===== src/aotp_pkg.sv =====
package aotp_pkg;

    // ====
    // Register offsets on the internal control port
    // ====
    localparam logic [7:0] ADDR_CHIP_OPERATING_MODE        = 8'h08;
    localparam logic [7:0] ADDR_CLOCK_CONDITIONING_CONTROL = 8'h09;
    localparam logic [7:0] ADDR_OUTPUT_TEST_PATTERN_CONTROL = 8'h0d;
    localparam logic [7:0] ADDR_OUTPUT_FORMAT_CONFIG       = 8'h14;
    localparam logic [7:0] ADDR_OUTPUT_DRIVE_CONFIG        = 8'h15;
    localparam logic [7:0] ADDR_OUTPUT_CLOCK_PHASE_SELECT  = 8'h16;
    localparam logic [7:0] ADDR_USER_PATTERN_ONE_LOW_BYTE  = 8'h19;
    localparam logic [7:0] ADDR_USER_PATTERN_ONE_HIGH_BYTE = 8'h1a;
    localparam logic [7:0] ADDR_USER_PATTERN_TWO_LOW_BYTE  = 8'h1b;
    localparam logic [7:0] ADDR_USER_PATTERN_TWO_HIGH_BYTE = 8'h1c;

    // ====
    // Reset values
    // ====
    localparam logic [7:0] RST_CHIP_OPERATING_MODE   = 8'h00;
    localparam logic [7:0] RST_CLOCK_CONDITIONING    = 8'h01;
    localparam logic [7:0] RST_TEST_PATTERN_CONTROL  = 8'h00;
    localparam logic [7:0] RST_OUTPUT_FORMAT_CONFIG  = 8'h00;
    localparam logic [7:0] RST_OUTPUT_DRIVE_CONFIG   = 8'h00;
    localparam logic [7:0] RST_OUTPUT_CLOCK_PHASE    = 8'h03;
    localparam logic [7:0] RST_USER_PATTERN_BYTE     = 8'h00;

    // ====
    // Writable bit masks; all other bits read as zero
    // ====
    localparam logic [7:0] MASK_CHIP_OPERATING_MODE  = 8'h07;
    localparam logic [7:0] MASK_CLOCK_CONDITIONING   = 8'h01;
    localparam logic [7:0] MASK_TEST_PATTERN_CONTROL = 8'hff;
    localparam logic [7:0] MASK_OUTPUT_FORMAT_CONFIG = 8'h47;
    localparam logic [7:0] MASK_OUTPUT_DRIVE_CONFIG  = 8'h30;
    localparam logic [7:0] MASK_OUTPUT_CLOCK_PHASE   = 8'h0f;

    // ====
    // Field positions
    // ====
    localparam int FLD_DCS_ENABLE       = 0;
    localparam int FLD_TEST_MODE_LSB    = 0;
    localparam int FLD_RESET_SHORT_PN   = 4;
    localparam int FLD_RESET_LONG_PN    = 5;
    localparam int FLD_FORMAT_LSB       = 0;
    localparam int FLD_OUTPUT_INVERT    = 2;
    localparam int FLD_PHASE_LSB        = 0;

    // ====
    // Test mode, format and mode codes
    // ====
    localparam logic [3:0] TEST_OFF                  = 4'h0;
    localparam logic [3:0] TEST_MIDSCALE             = 4'h1;
    localparam logic [3:0] TEST_POSITIVE_FULL_SCALE  = 4'h2;
    localparam logic [3:0] TEST_NEGATIVE_FULL_SCALE  = 4'h3;
    localparam logic [3:0] TEST_CHECKERBOARD         = 4'h4;
    localparam logic [3:0] TEST_LONG_PSEUDORANDOM    = 4'h5;
    localparam logic [3:0] TEST_SHORT_PSEUDORANDOM   = 4'h6;
    localparam logic [3:0] TEST_WORD_TOGGLE          = 4'h7;
    localparam logic [3:0] TEST_USER_INPUT           = 4'h8;
    localparam logic [3:0] TEST_BIT_TOGGLE           = 4'h9;
    localparam logic [3:0] TEST_SYNC_ONE_TIMES       = 4'ha;
    localparam logic [3:0] TEST_ONE_BIT_HIGH         = 4'hb;
    localparam logic [3:0] TEST_MIXED_FREQUENCY      = 4'hc;

    localparam logic [1:0] FORMAT_OFFSET_BINARY      = 2'h0;
    localparam logic [1:0] FORMAT_TWOS_COMPLEMENT    = 2'h1;
    localparam logic [2:0] MODE_FULL_CHIP_OPERATION  = 3'h0;

    // ====
    // Data words, held in offset binary before formatting
    // ====
    localparam int         WORD_WIDTH                = 14;
    localparam logic [13:0] WORD_MIDSCALE            = 14'h2000;
    localparam logic [13:0] WORD_POSITIVE_FULL_SCALE = 14'h3fff;
    localparam logic [13:0] WORD_NEGATIVE_FULL_SCALE = 14'h0000;
    localparam logic [13:0] WORD_CHECKER_A           = 14'h2aaa;
    localparam logic [13:0] WORD_CHECKER_B           = 14'h1555;
    localparam logic [13:0] WORD_ALL_ONES            = 14'h3fff;
    localparam logic [13:0] WORD_ALL_ZEROS           = 14'h0000;
    localparam logic [13:0] WORD_BIT_TOGGLE          = 14'h2aaa;
    localparam logic [13:0] WORD_SYNC_ONE_TIMES      = 14'h3f80;
    localparam logic [13:0] WORD_ONE_BIT_HIGH        = 14'h2000;
    localparam logic [13:0] WORD_MIXED_FREQUENCY     = 14'h0ccc;

    // ====
    // Pseudorandom generators
    // ====
    localparam int          LONG_PN_LENGTH  = 23;
    localparam int          LONG_PN_TAP     = 18;
    localparam logic [22:0] LONG_PN_SEED    = 23'h7fffff;
    localparam int          SHORT_PN_LENGTH = 9;
    localparam int          SHORT_PN_TAP    = 5;
    localparam logic [8:0]  SHORT_PN_SEED   = 9'h1ff;

    // ====
    // Frame and output clock timing
    // ====
    localparam logic [3:0] FRAME_LAST_TICK  = 4'hb;
    localparam logic [4:0] FRAME_TICKS      = 5'h0c;
    localparam logic [2:0] CLOCK_TICKS      = 3'h6;
    localparam logic [2:0] CLOCK_HIGH_TICKS = 3'h3;
    localparam logic [3:0] PHASE_MAX_CODE   = 4'ha;

endpackage


===== src/aotp_pn_gen.sv =====
`timescale 1ns/1ps
module aotp_pn_gen
    import aotp_pkg::*;
#(
    parameter int                LENGTH = 9,
    parameter int                TAP    = 5,
    parameter logic [LENGTH-1:0] SEED   = '1
) (
    input  wire logic                  clk_sys,
    input  wire logic                  reset_n,
    input  wire logic                  hold,
    input  wire logic                  advance,
    output logic      [WORD_WIDTH-1:0] word
);

    logic [LENGTH-1:0] state;
    logic [LENGTH-1:0] next_state;

    // ==========================================================
    // Fibonacci shift, one output bit per step, one word per frame
    // ==========================================================
    always_comb begin
        next_state = state;
        for (int i = 0; i < WORD_WIDTH; i++) begin
            next_state = {next_state[LENGTH-2:0], next_state[LENGTH-1] ^ next_state[TAP-1]};
        end
    end

    always_ff @(posedge clk_sys) begin
        if (!reset_n || hold) begin
            state <= SEED;
        end else if (advance) begin
            state <= next_state;
        end
    end

    // The short generator is narrower than a word, so it is zero-extended; the long one is cut.
    assign word = WORD_WIDTH'(state);

endmodule


===== src/aotp_regs.sv =====
`timescale 1ns/1ps
module aotp_regs
    import aotp_pkg::*;
(
    input  wire logic                  clk_sys,
    input  wire logic                  reset_n,
    input  wire logic                  reg_write,
    input  wire logic                  reg_read,
    input  wire logic [7:0]            reg_addr,
    input  wire logic [7:0]            reg_wdata,
    output logic      [7:0]            reg_rdata,
    input  wire logic [WORD_WIDTH-1:0] sample_in,
    output logic      [WORD_WIDTH-1:0] data_out,
    output logic                       data_frame,
    output logic                       out_clock,
    output logic                       test_active,
    output logic                       dcs_enable,
    output logic      [2:0]            chip_mode
);

    // ====
    // Register storage
    // ====
    logic [7:0] chip_operating_mode;
    logic [7:0] clock_conditioning_control;
    logic [7:0] output_test_pattern_control;
    logic [7:0] output_format_config;
    logic [7:0] output_drive_config;
    logic [7:0] output_clock_phase_select;
    logic [7:0] user_pattern_one_low_byte;
    logic [7:0] user_pattern_one_high_byte;
    logic [7:0] user_pattern_two_low_byte;
    logic [7:0] user_pattern_two_high_byte;

    function automatic logic hit(input logic [7:0] offset);
        return reg_write && (reg_addr == offset);
    endfunction

    always_ff @(posedge clk_sys) begin
        if (!reset_n) begin
            chip_operating_mode         <= RST_CHIP_OPERATING_MODE;
            clock_conditioning_control  <= RST_CLOCK_CONDITIONING;
            output_test_pattern_control <= RST_TEST_PATTERN_CONTROL;
            output_format_config        <= RST_OUTPUT_FORMAT_CONFIG;
            output_drive_config         <= RST_OUTPUT_DRIVE_CONFIG;
            output_clock_phase_select   <= RST_OUTPUT_CLOCK_PHASE;
        end else begin
            if (hit(ADDR_CHIP_OPERATING_MODE)) begin
                chip_operating_mode <= reg_wdata & MASK_CHIP_OPERATING_MODE;
            end
            if (hit(ADDR_CLOCK_CONDITIONING_CONTROL)) begin
                clock_conditioning_control <= reg_wdata & MASK_CLOCK_CONDITIONING;
            end
            if (hit(ADDR_OUTPUT_TEST_PATTERN_CONTROL)) begin
                output_test_pattern_control <= reg_wdata & MASK_TEST_PATTERN_CONTROL;
            end
            if (hit(ADDR_OUTPUT_FORMAT_CONFIG)) begin
                output_format_config <= reg_wdata & MASK_OUTPUT_FORMAT_CONFIG;
            end
            if (hit(ADDR_OUTPUT_DRIVE_CONFIG)) begin
                output_drive_config <= reg_wdata & MASK_OUTPUT_DRIVE_CONFIG;
            end
            if (hit(ADDR_OUTPUT_CLOCK_PHASE_SELECT)) begin
                output_clock_phase_select <= reg_wdata & MASK_OUTPUT_CLOCK_PHASE;
            end
        end
    end

    always_ff @(posedge clk_sys) begin
        if (!reset_n) begin
            user_pattern_one_low_byte  <= RST_USER_PATTERN_BYTE;
            user_pattern_one_high_byte <= RST_USER_PATTERN_BYTE;
            user_pattern_two_low_byte  <= RST_USER_PATTERN_BYTE;
            user_pattern_two_high_byte <= RST_USER_PATTERN_BYTE;
        end else begin
            if (hit(ADDR_USER_PATTERN_ONE_LOW_BYTE)) begin
                user_pattern_one_low_byte <= reg_wdata;
            end
            if (hit(ADDR_USER_PATTERN_ONE_HIGH_BYTE)) begin
                user_pattern_one_high_byte <= reg_wdata;
            end
            if (hit(ADDR_USER_PATTERN_TWO_LOW_BYTE)) begin
                user_pattern_two_low_byte <= reg_wdata;
            end
            if (hit(ADDR_USER_PATTERN_TWO_HIGH_BYTE)) begin
                user_pattern_two_high_byte <= reg_wdata;
            end
        end
    end

    // ====
    // Read port
    // ====
    logic [7:0] next_rdata;

    always_comb begin
        if (reg_addr == ADDR_CHIP_OPERATING_MODE) begin
            next_rdata = chip_operating_mode;
        end else if (reg_addr == ADDR_CLOCK_CONDITIONING_CONTROL) begin
            next_rdata = clock_conditioning_control;
        end else if (reg_addr == ADDR_OUTPUT_TEST_PATTERN_CONTROL) begin
            next_rdata = output_test_pattern_control;
        end else if (reg_addr == ADDR_OUTPUT_FORMAT_CONFIG) begin
            next_rdata = output_format_config;
        end else if (reg_addr == ADDR_OUTPUT_DRIVE_CONFIG) begin
            next_rdata = output_drive_config;
        end else if (reg_addr == ADDR_OUTPUT_CLOCK_PHASE_SELECT) begin
            next_rdata = output_clock_phase_select;
        end else if (reg_addr == ADDR_USER_PATTERN_ONE_LOW_BYTE) begin
            next_rdata = user_pattern_one_low_byte;
        end else if (reg_addr == ADDR_USER_PATTERN_ONE_HIGH_BYTE) begin
            next_rdata = user_pattern_one_high_byte;
        end else if (reg_addr == ADDR_USER_PATTERN_TWO_LOW_BYTE) begin
            next_rdata = user_pattern_two_low_byte;
        end else if (reg_addr == ADDR_USER_PATTERN_TWO_HIGH_BYTE) begin
            next_rdata = user_pattern_two_high_byte;
        end else begin
            next_rdata = 8'h00;
        end
    end

    always_ff @(posedge clk_sys) begin
        if (!reset_n) begin
            reg_rdata <= 8'h00;
        end else if (reg_read) begin
            reg_rdata <= next_rdata;
        end
    end

    // ====
    // Control outputs
    // ====
    always_ff @(posedge clk_sys) begin
        if (!reset_n) begin
            dcs_enable <= RST_CLOCK_CONDITIONING[FLD_DCS_ENABLE];
            chip_mode  <= MODE_FULL_CHIP_OPERATION;
        end else begin
            dcs_enable <= clock_conditioning_control[FLD_DCS_ENABLE];
            chip_mode  <= chip_operating_mode[2:0];
        end
    end

    // ====
    // Frame timing
    // ====
    // Samples are latched on a fixed frame count; the phase field only
    // shifts the output clock, so capture timing never moves.
    logic [3:0] frame_tick;
    logic       frame_end;
    logic       word_parity;

    assign frame_end = (frame_tick == FRAME_LAST_TICK);

    always_ff @(posedge clk_sys) begin
        if (!reset_n) begin
            frame_tick  <= 4'h0;
            word_parity <= 1'b0;
        end else begin
            frame_tick <= frame_end ? 4'h0 : frame_tick + 4'h1;
            if (frame_end) begin
                word_parity <= ~word_parity;
            end
        end
    end

    // ====
    // Pseudorandom generators
    // ====
    logic [3:0]            test_mode;
    logic [WORD_WIDTH-1:0] long_pn_word;
    logic [WORD_WIDTH-1:0] short_pn_word;

    assign test_mode = output_test_pattern_control[FLD_TEST_MODE_LSB +: 4];

    aotp_pn_gen #(
        .LENGTH (LONG_PN_LENGTH),
        .TAP    (LONG_PN_TAP),
        .SEED   (LONG_PN_SEED)
    ) long_gen (
        .clk_sys (clk_sys),
        .reset_n (reset_n),
        .hold    (output_test_pattern_control[FLD_RESET_LONG_PN]),
        .advance (frame_end && test_mode == TEST_LONG_PSEUDORANDOM),
        .word    (long_pn_word)
    );

    aotp_pn_gen #(
        .LENGTH (SHORT_PN_LENGTH),
        .TAP    (SHORT_PN_TAP),
        .SEED   (SHORT_PN_SEED)
    ) short_gen (
        .clk_sys (clk_sys),
        .reset_n (reset_n),
        .hold    (output_test_pattern_control[FLD_RESET_SHORT_PN]),
        .advance (frame_end && test_mode == TEST_SHORT_PSEUDORANDOM),
        .word    (short_pn_word)
    );

    // ====
    // Word selection and formatting
    // ====
    logic [WORD_WIDTH-1:0] raw_word;
    logic [WORD_WIDTH-1:0] user_word;
    logic [WORD_WIDTH-1:0] next_data;

    assign user_word = word_parity
        ? {user_pattern_two_high_byte[5:0], user_pattern_two_low_byte}
        : {user_pattern_one_high_byte[5:0], user_pattern_one_low_byte};

    always_comb begin
        case (test_mode)
            TEST_MIDSCALE:            raw_word = WORD_MIDSCALE;
            TEST_POSITIVE_FULL_SCALE: raw_word = WORD_POSITIVE_FULL_SCALE;
            TEST_NEGATIVE_FULL_SCALE: raw_word = WORD_NEGATIVE_FULL_SCALE;
            TEST_CHECKERBOARD:        raw_word = word_parity ? WORD_CHECKER_B : WORD_CHECKER_A;
            TEST_LONG_PSEUDORANDOM:   raw_word = long_pn_word;
            TEST_SHORT_PSEUDORANDOM:  raw_word = short_pn_word;
            TEST_WORD_TOGGLE:         raw_word = word_parity ? WORD_ALL_ZEROS : WORD_ALL_ONES;
            TEST_USER_INPUT:          raw_word = user_word;
            TEST_BIT_TOGGLE:          raw_word = WORD_BIT_TOGGLE;
            TEST_SYNC_ONE_TIMES:      raw_word = WORD_SYNC_ONE_TIMES;
            TEST_ONE_BIT_HIGH:        raw_word = WORD_ONE_BIT_HIGH;
            TEST_MIXED_FREQUENCY:     raw_word = WORD_MIXED_FREQUENCY;
            default:                  raw_word = sample_in;
        endcase
    end

    // Unassigned test codes fall back to live samples rather than
    // holding stale data, so a bad write is visible on the link.
    function automatic logic [WORD_WIDTH-1:0] format_word(input logic [WORD_WIDTH-1:0] w,
                                                          input logic [7:0]            cfg);
        logic [WORD_WIDTH-1:0] f;
        f = w;
        if (cfg[FLD_FORMAT_LSB +: 2] == FORMAT_TWOS_COMPLEMENT) begin
            f[WORD_WIDTH-1] = ~f[WORD_WIDTH-1];
        end
        return cfg[FLD_OUTPUT_INVERT] ? ~f : f;
    endfunction

    assign next_data = format_word(raw_word, output_format_config);

    always_ff @(posedge clk_sys) begin
        if (!reset_n) begin
            data_out    <= WORD_ALL_ZEROS;
            data_frame  <= 1'b0;
            test_active <= 1'b0;
        end else begin
            data_frame  <= frame_end;
            test_active <= (test_mode != TEST_OFF);
            if (frame_end) begin
                data_out <= next_data;
            end
        end
    end

    // ====
    // Output clock phase
    // ====
    logic [3:0] phase_code;
    logic [4:0] shifted_tick;
    logic [2:0] clock_tick;

    assign phase_code   = (output_clock_phase_select[3:0] > PHASE_MAX_CODE)
                        ? PHASE_MAX_CODE : output_clock_phase_select[3:0];
    assign shifted_tick = {1'b0, frame_tick} + FRAME_TICKS - {1'b0, phase_code};
    assign clock_tick   = 3'(shifted_tick % {2'b00, CLOCK_TICKS});

    always_ff @(posedge clk_sys) begin
        if (!reset_n) begin
            out_clock <= 1'b0;
        end else begin
            out_clock <= (clock_tick < CLOCK_HIGH_TICKS);
        end
    end

endmodule


===== config.mk =====
export PLATFORM = sky130hd
export DESIGN_NAME = aotp_regs
export DESIGN_NICKNAME = d
export VERILOG_FILES = /design/src/aotp_pkg.sv /design/src/aotp_pn_gen.sv /design/src/aotp_regs.sv
export SDC_FILE = /design/constraint.sdc
export NUM_CORES = 1
export LEC_CHECK = 0
export BUFFER_PORTS_ARGS = -buffer_cell sky130_fd_sc_hd__buf_2
export CAP_MARGIN = 0
export CORE_MARGIN = 2
export CORE_UTILIZATION = 64
export CTS_CLUSTER_SIZE = 20
export DETAILED_ROUTE_END_ITERATION = 16
export GPL_TIMING_DRIVEN = 0
export HOLD_SLACK_MARGIN = 0.12
export PLACE_DENSITY = 0.85
export SYNTH_ARGS = -nofsm -noshare
export SYNTH_HDL_FRONTEND = slang
export SYNTH_SLANG_ARGS = --single-unit

===== constraint.sdc =====
create_clock -name clk_sys -period 9.6 [get_ports clk_sys]
set_input_delay 0.96 -clock clk_sys [delete_from_list [all_inputs] [get_ports clk_sys]]
set_output_delay 0.96 -clock clk_sys [all_outputs]
set_load 0.1 [all_outputs]

==> metrics.md <==
| Metric | Value |
|---|---|
| Status | completed |
| Syn_nets | 812 |
| RR Startpoint | output_clock_phase_select[3] |
| Post-CTS Setup Bufs | 0 |
| Final cycle utilization of the critical path | 46.53% |
| Die footprint | 0.01087 mm^2 |
| Vias | 6472 |
| Pre-antenna DRT Iters | 7 |
| Max IR drop VDD | 0.1400 mV |
| Die height | 104.2 um |
| Worst Skew | 8.363 ps |
| Initial DRC Count | 771 |
| Post-route minimum period | 4467 ps |
| Synth async-reset ratio | 0% |
| Max Cap Viol | 0 |
| Reg2reg end | out_clock |
| # DRC | 0 |
| Placed wire-length estimate | 13370 um |
| CTS clock-pin slew for the worst setup and hold paths | 60 ps |
| Mean area per synthesized cell | 8.396 um^2 |
| Post-synthesis mux area share | 8.482% |
| CTS Root Cell | clkbuf_8 |
| Power Total | 1.253 mW |
| Synth area leaders | dfxtp_1 (37%), mux2i_1 (7.8%), xnor2_1 (5.2%) |
| Initial antenna violation count | 0 |
| R2r setup slk | 5130 ps |
| Row count | 36 |
| Worst hold slack | 464.6 ps |
| Cts repair resizes | 0 |
| Adder-cell share of the synthesized area | 2.451% |
| HP Start | output_test_pattern_control[7] |
| Final Core Density | 76.61% |
| Critical Path AT | 4920 ps |
| Critical-path cell list | a21oi_1, ha_1, ha_1, fa_1, xnor2_1, nor2_1, ha_1, inv_1, ha_1, nand2b_1, o41ai_1, nor3_1, ha_1, nor2_1, a32oi_1, a311o_1, or3_1, a211oi_1 |
| Count of unique library cells instantiated by Yosys | 72 |
| Synth Area in Compound Gates | 18.48% |
| I/O pin count | 63 |
| Final Hold Fails | 0 |
| Placed cell areas | 0.006883 mm^2 |
| Count leader, synth | dfxtp_1 |
| Critical Path Start Type | flip-flop |
| Synth warn | 0 |
| Clk sink count | 120 |
| Initial core utilization | 65.80% |
| All-Layer GR Usage | 35.56% |
| Die Wd | 104.2 um |
| Clock Path Buffers | 2 |
| CP dominant cell by count | ha_1 |
| CP peak stage delay | 430 ps |
| Leak | 3.121 nW |
| Yosys top cell area share | 37.35% |
| Clk_lat worst skew | 540 ps |
| GP Congestion | 0.9724 |
| # setup viols final | 0 |
| Worst Max-Slew Pin Slew | 901.8 ps |
| Hold_buf cts | 0 |
| Post-Route WL | 19190 um |
| TritonCTS clock tree | built |
| Layout area overhead | 16.44% |
| Hold depth | 2 |
| Number of synthesized flops with an enable pin | 0 |
| Power Density | 167.3 mW/mm^2 |
| Xor/xnor share of the synthesized area | 6.265% |
| Slew Limit Fails | 0 |
| Post-DRT Antenna Nets | 0 |
| R2R depth | 18 |
| Largest net degree at the start of global routing | 17 |
| Total grt overflow | 0 |
| Slew margin rel. | 39.03% |
| Most used DFF post-synth | dfxtp_1 |
| Yosys top cell by area | dfxtp_1 |
| Post-Synthesis Cell Area | 0.006431 mm^2 |
| Vias in the first global route | 6075 |
| Post-route cell area | 0.007488 mm^2 |
| Post-Synth Simple-Gate Area | 22.08% |
| Synth cell count leaders | dfxtp_1 (120), nand2_1 (82), nor2_1 (71) |
| Global-route wire length before repair | 30600 um |
| Post-synthesis sequential area ratio | 37.35% |
| Main combinational cell family by area after synthesis | simple AND/OR/NAND/NOR gates |
| WP data required | 10050 ps |
| Routed wire per std cell | 19.44 um |
| Syn Inst Count | 766 |
| H-tree Lvls | 4 |
| Synth Register Bits | 120 |
| CP endpoint kind | flip-flop |
| Setup tns final | 0 ps |
| # port buffers | 57 |
| Worst-path maximum fanout | 6 |
| Vias per cell | 6.557 |
| Final net count | 888 |
| Placeable Area | 0.009774 mm^2 |
| CP max-delay cell | dfxtp_1 |
| Worst hold path class | flip-flop to flip-flop |
| Antenna fix cells | 0 |
| Layout cell share with drive strength beyond 1 | 14.29% |
| Hold EP | output_test_pattern_control[7] |
| RSZ-0062 raised after global routing | false |
| CTS buffer count | 17 |
| Crit path kind | flip-flop to flip-flop |
| Fmax | 0.2239 GHz |
## final cells by class
class | instances | area [um^2]
Multi-Input combinational cell | 572 | 3715
Clock inverter | 7 | 115.1
Fill cell | 692 | 2286
Tap cell | 133 | 166.4
Buffer | 58 | 254.0
Inverter | 16 | 60.06
Sequential cell | 120 | 2402
Timing Repair Buffer | 57 | 285.3
Clock buffer | 24 | 490.5
## layer usage
layer	wire, um	GRT usage (%)	part of all wire (%)	vias to the layer above
li1	-	-	-	2888
met4	880	18.53	4.6	0
met5	0	0	0	-
met3	2279	8.897	12	102
met1	7383	44.96	38	2993
met2	8643	56.20	45	489
## cell usage in the layout, fill, tap and decap left out, types with 9 or more instances in the layout
| cell | netlist | routed |
|---|---|---|
| nor3_1 | 9 | 9 |
| a22oi_1 | 14 | 14 |
| nor2_1 | 71 | 71 |
| a211oi_1 | 10 | 10 |
| nand3_1 | 51 | 51 |
| clkbuf_1 | 36 | 38 |
| clkbuf_16 | 0 | 16 |
| buf_2 | 13 | 70 |
| inv_1 | 15 | 15 |
| o211ai_1 | 25 | 25 |
| o21ai_0 | 29 | 29 |
| a21oi_1 | 53 | 53 |
| xnor2_1 | 38 | 38 |
| nor2b_1 | 9 | 9 |
| mux2i_1 | 50 | 50 |
| ha_1 | 11 | 11 |
| nand2_1 | 82 | 82 |
| dfxtp_1 | 120 | 120 |
## registers in the layout (all words and copies together) (netlist names), 2 cells and up
signal and flops:
output_clock_phase_select 4, short_gen.state 9, output_format_config 4, reg_rdata 8
user_pattern_one_high_byte 8, user_pattern_two_high_byte 8, output_test_pattern_control 8, frame_tick 4
user_pattern_two_low_byte 8, user_pattern_one_low_byte 8, long_gen.state 23, output_drive_config 2
chip_mode 3, chip_operating_mode 3, data_out 14
## logic make-up after synthesis
kind of cell             after synthesis
flip-flops                           120
AND/OR/NAND/NOR                      279
multiplexers                          54
XOR/XNOR                              46
AO/OA/AOI/OAI                        181
buffers and inverters                 74
adder cells (fa/ha/maj)               12
## worst max-delay path by stage
stage	startpoint	end	slack, ps	depth (start not counted)
6_report	output_clock_phase_select[3]	out_clock	5130	18
5_1_grt	output_clock_phase_select[2]	out_clock	4760	21
4_1_cts	output_clock_phase_select[3]	out_clock	5210	18
3_5_place_dp	output_clock_phase_select[3]	out_clock	5240	18
3_3_place_gp	output_clock_phase_select[3]	out_clock	5460	20
2_1_floorplan	output_clock_phase_select[2]	out_clock	5770	20
## metrics by stage
stage               std cells  worst slack, ps
floorplan                 766             5766
global placement          956             5465
detailed placement        956             5242
CTS                       987             5210
global route              987             4756
finish                    987             5133
## where the power goes
part / internal [mW] / switching, mW / leakage, nW
clock network: 0.428 / 0.223 / 0.293
logic: 0.0289 / 0.0694 / 1.86
registers: 0.502 / 0.00212 / 0.969
total: 0.958 / 0.294 / 3.12
## critical path: cells and delay by family (launching register included)
kind / cells / cell delay [ps]
adder cells (fa/ha/maj): 6 / 1670
AO/OA/AOI/OAI: 5 / 1010
AND/OR/NAND/NOR: 5 / 780
XOR/XNOR: 1 / 420
buffers and inverters: 1 / 70
flip-flops: 1 / 430
Power figures use the tool's default switching activity.
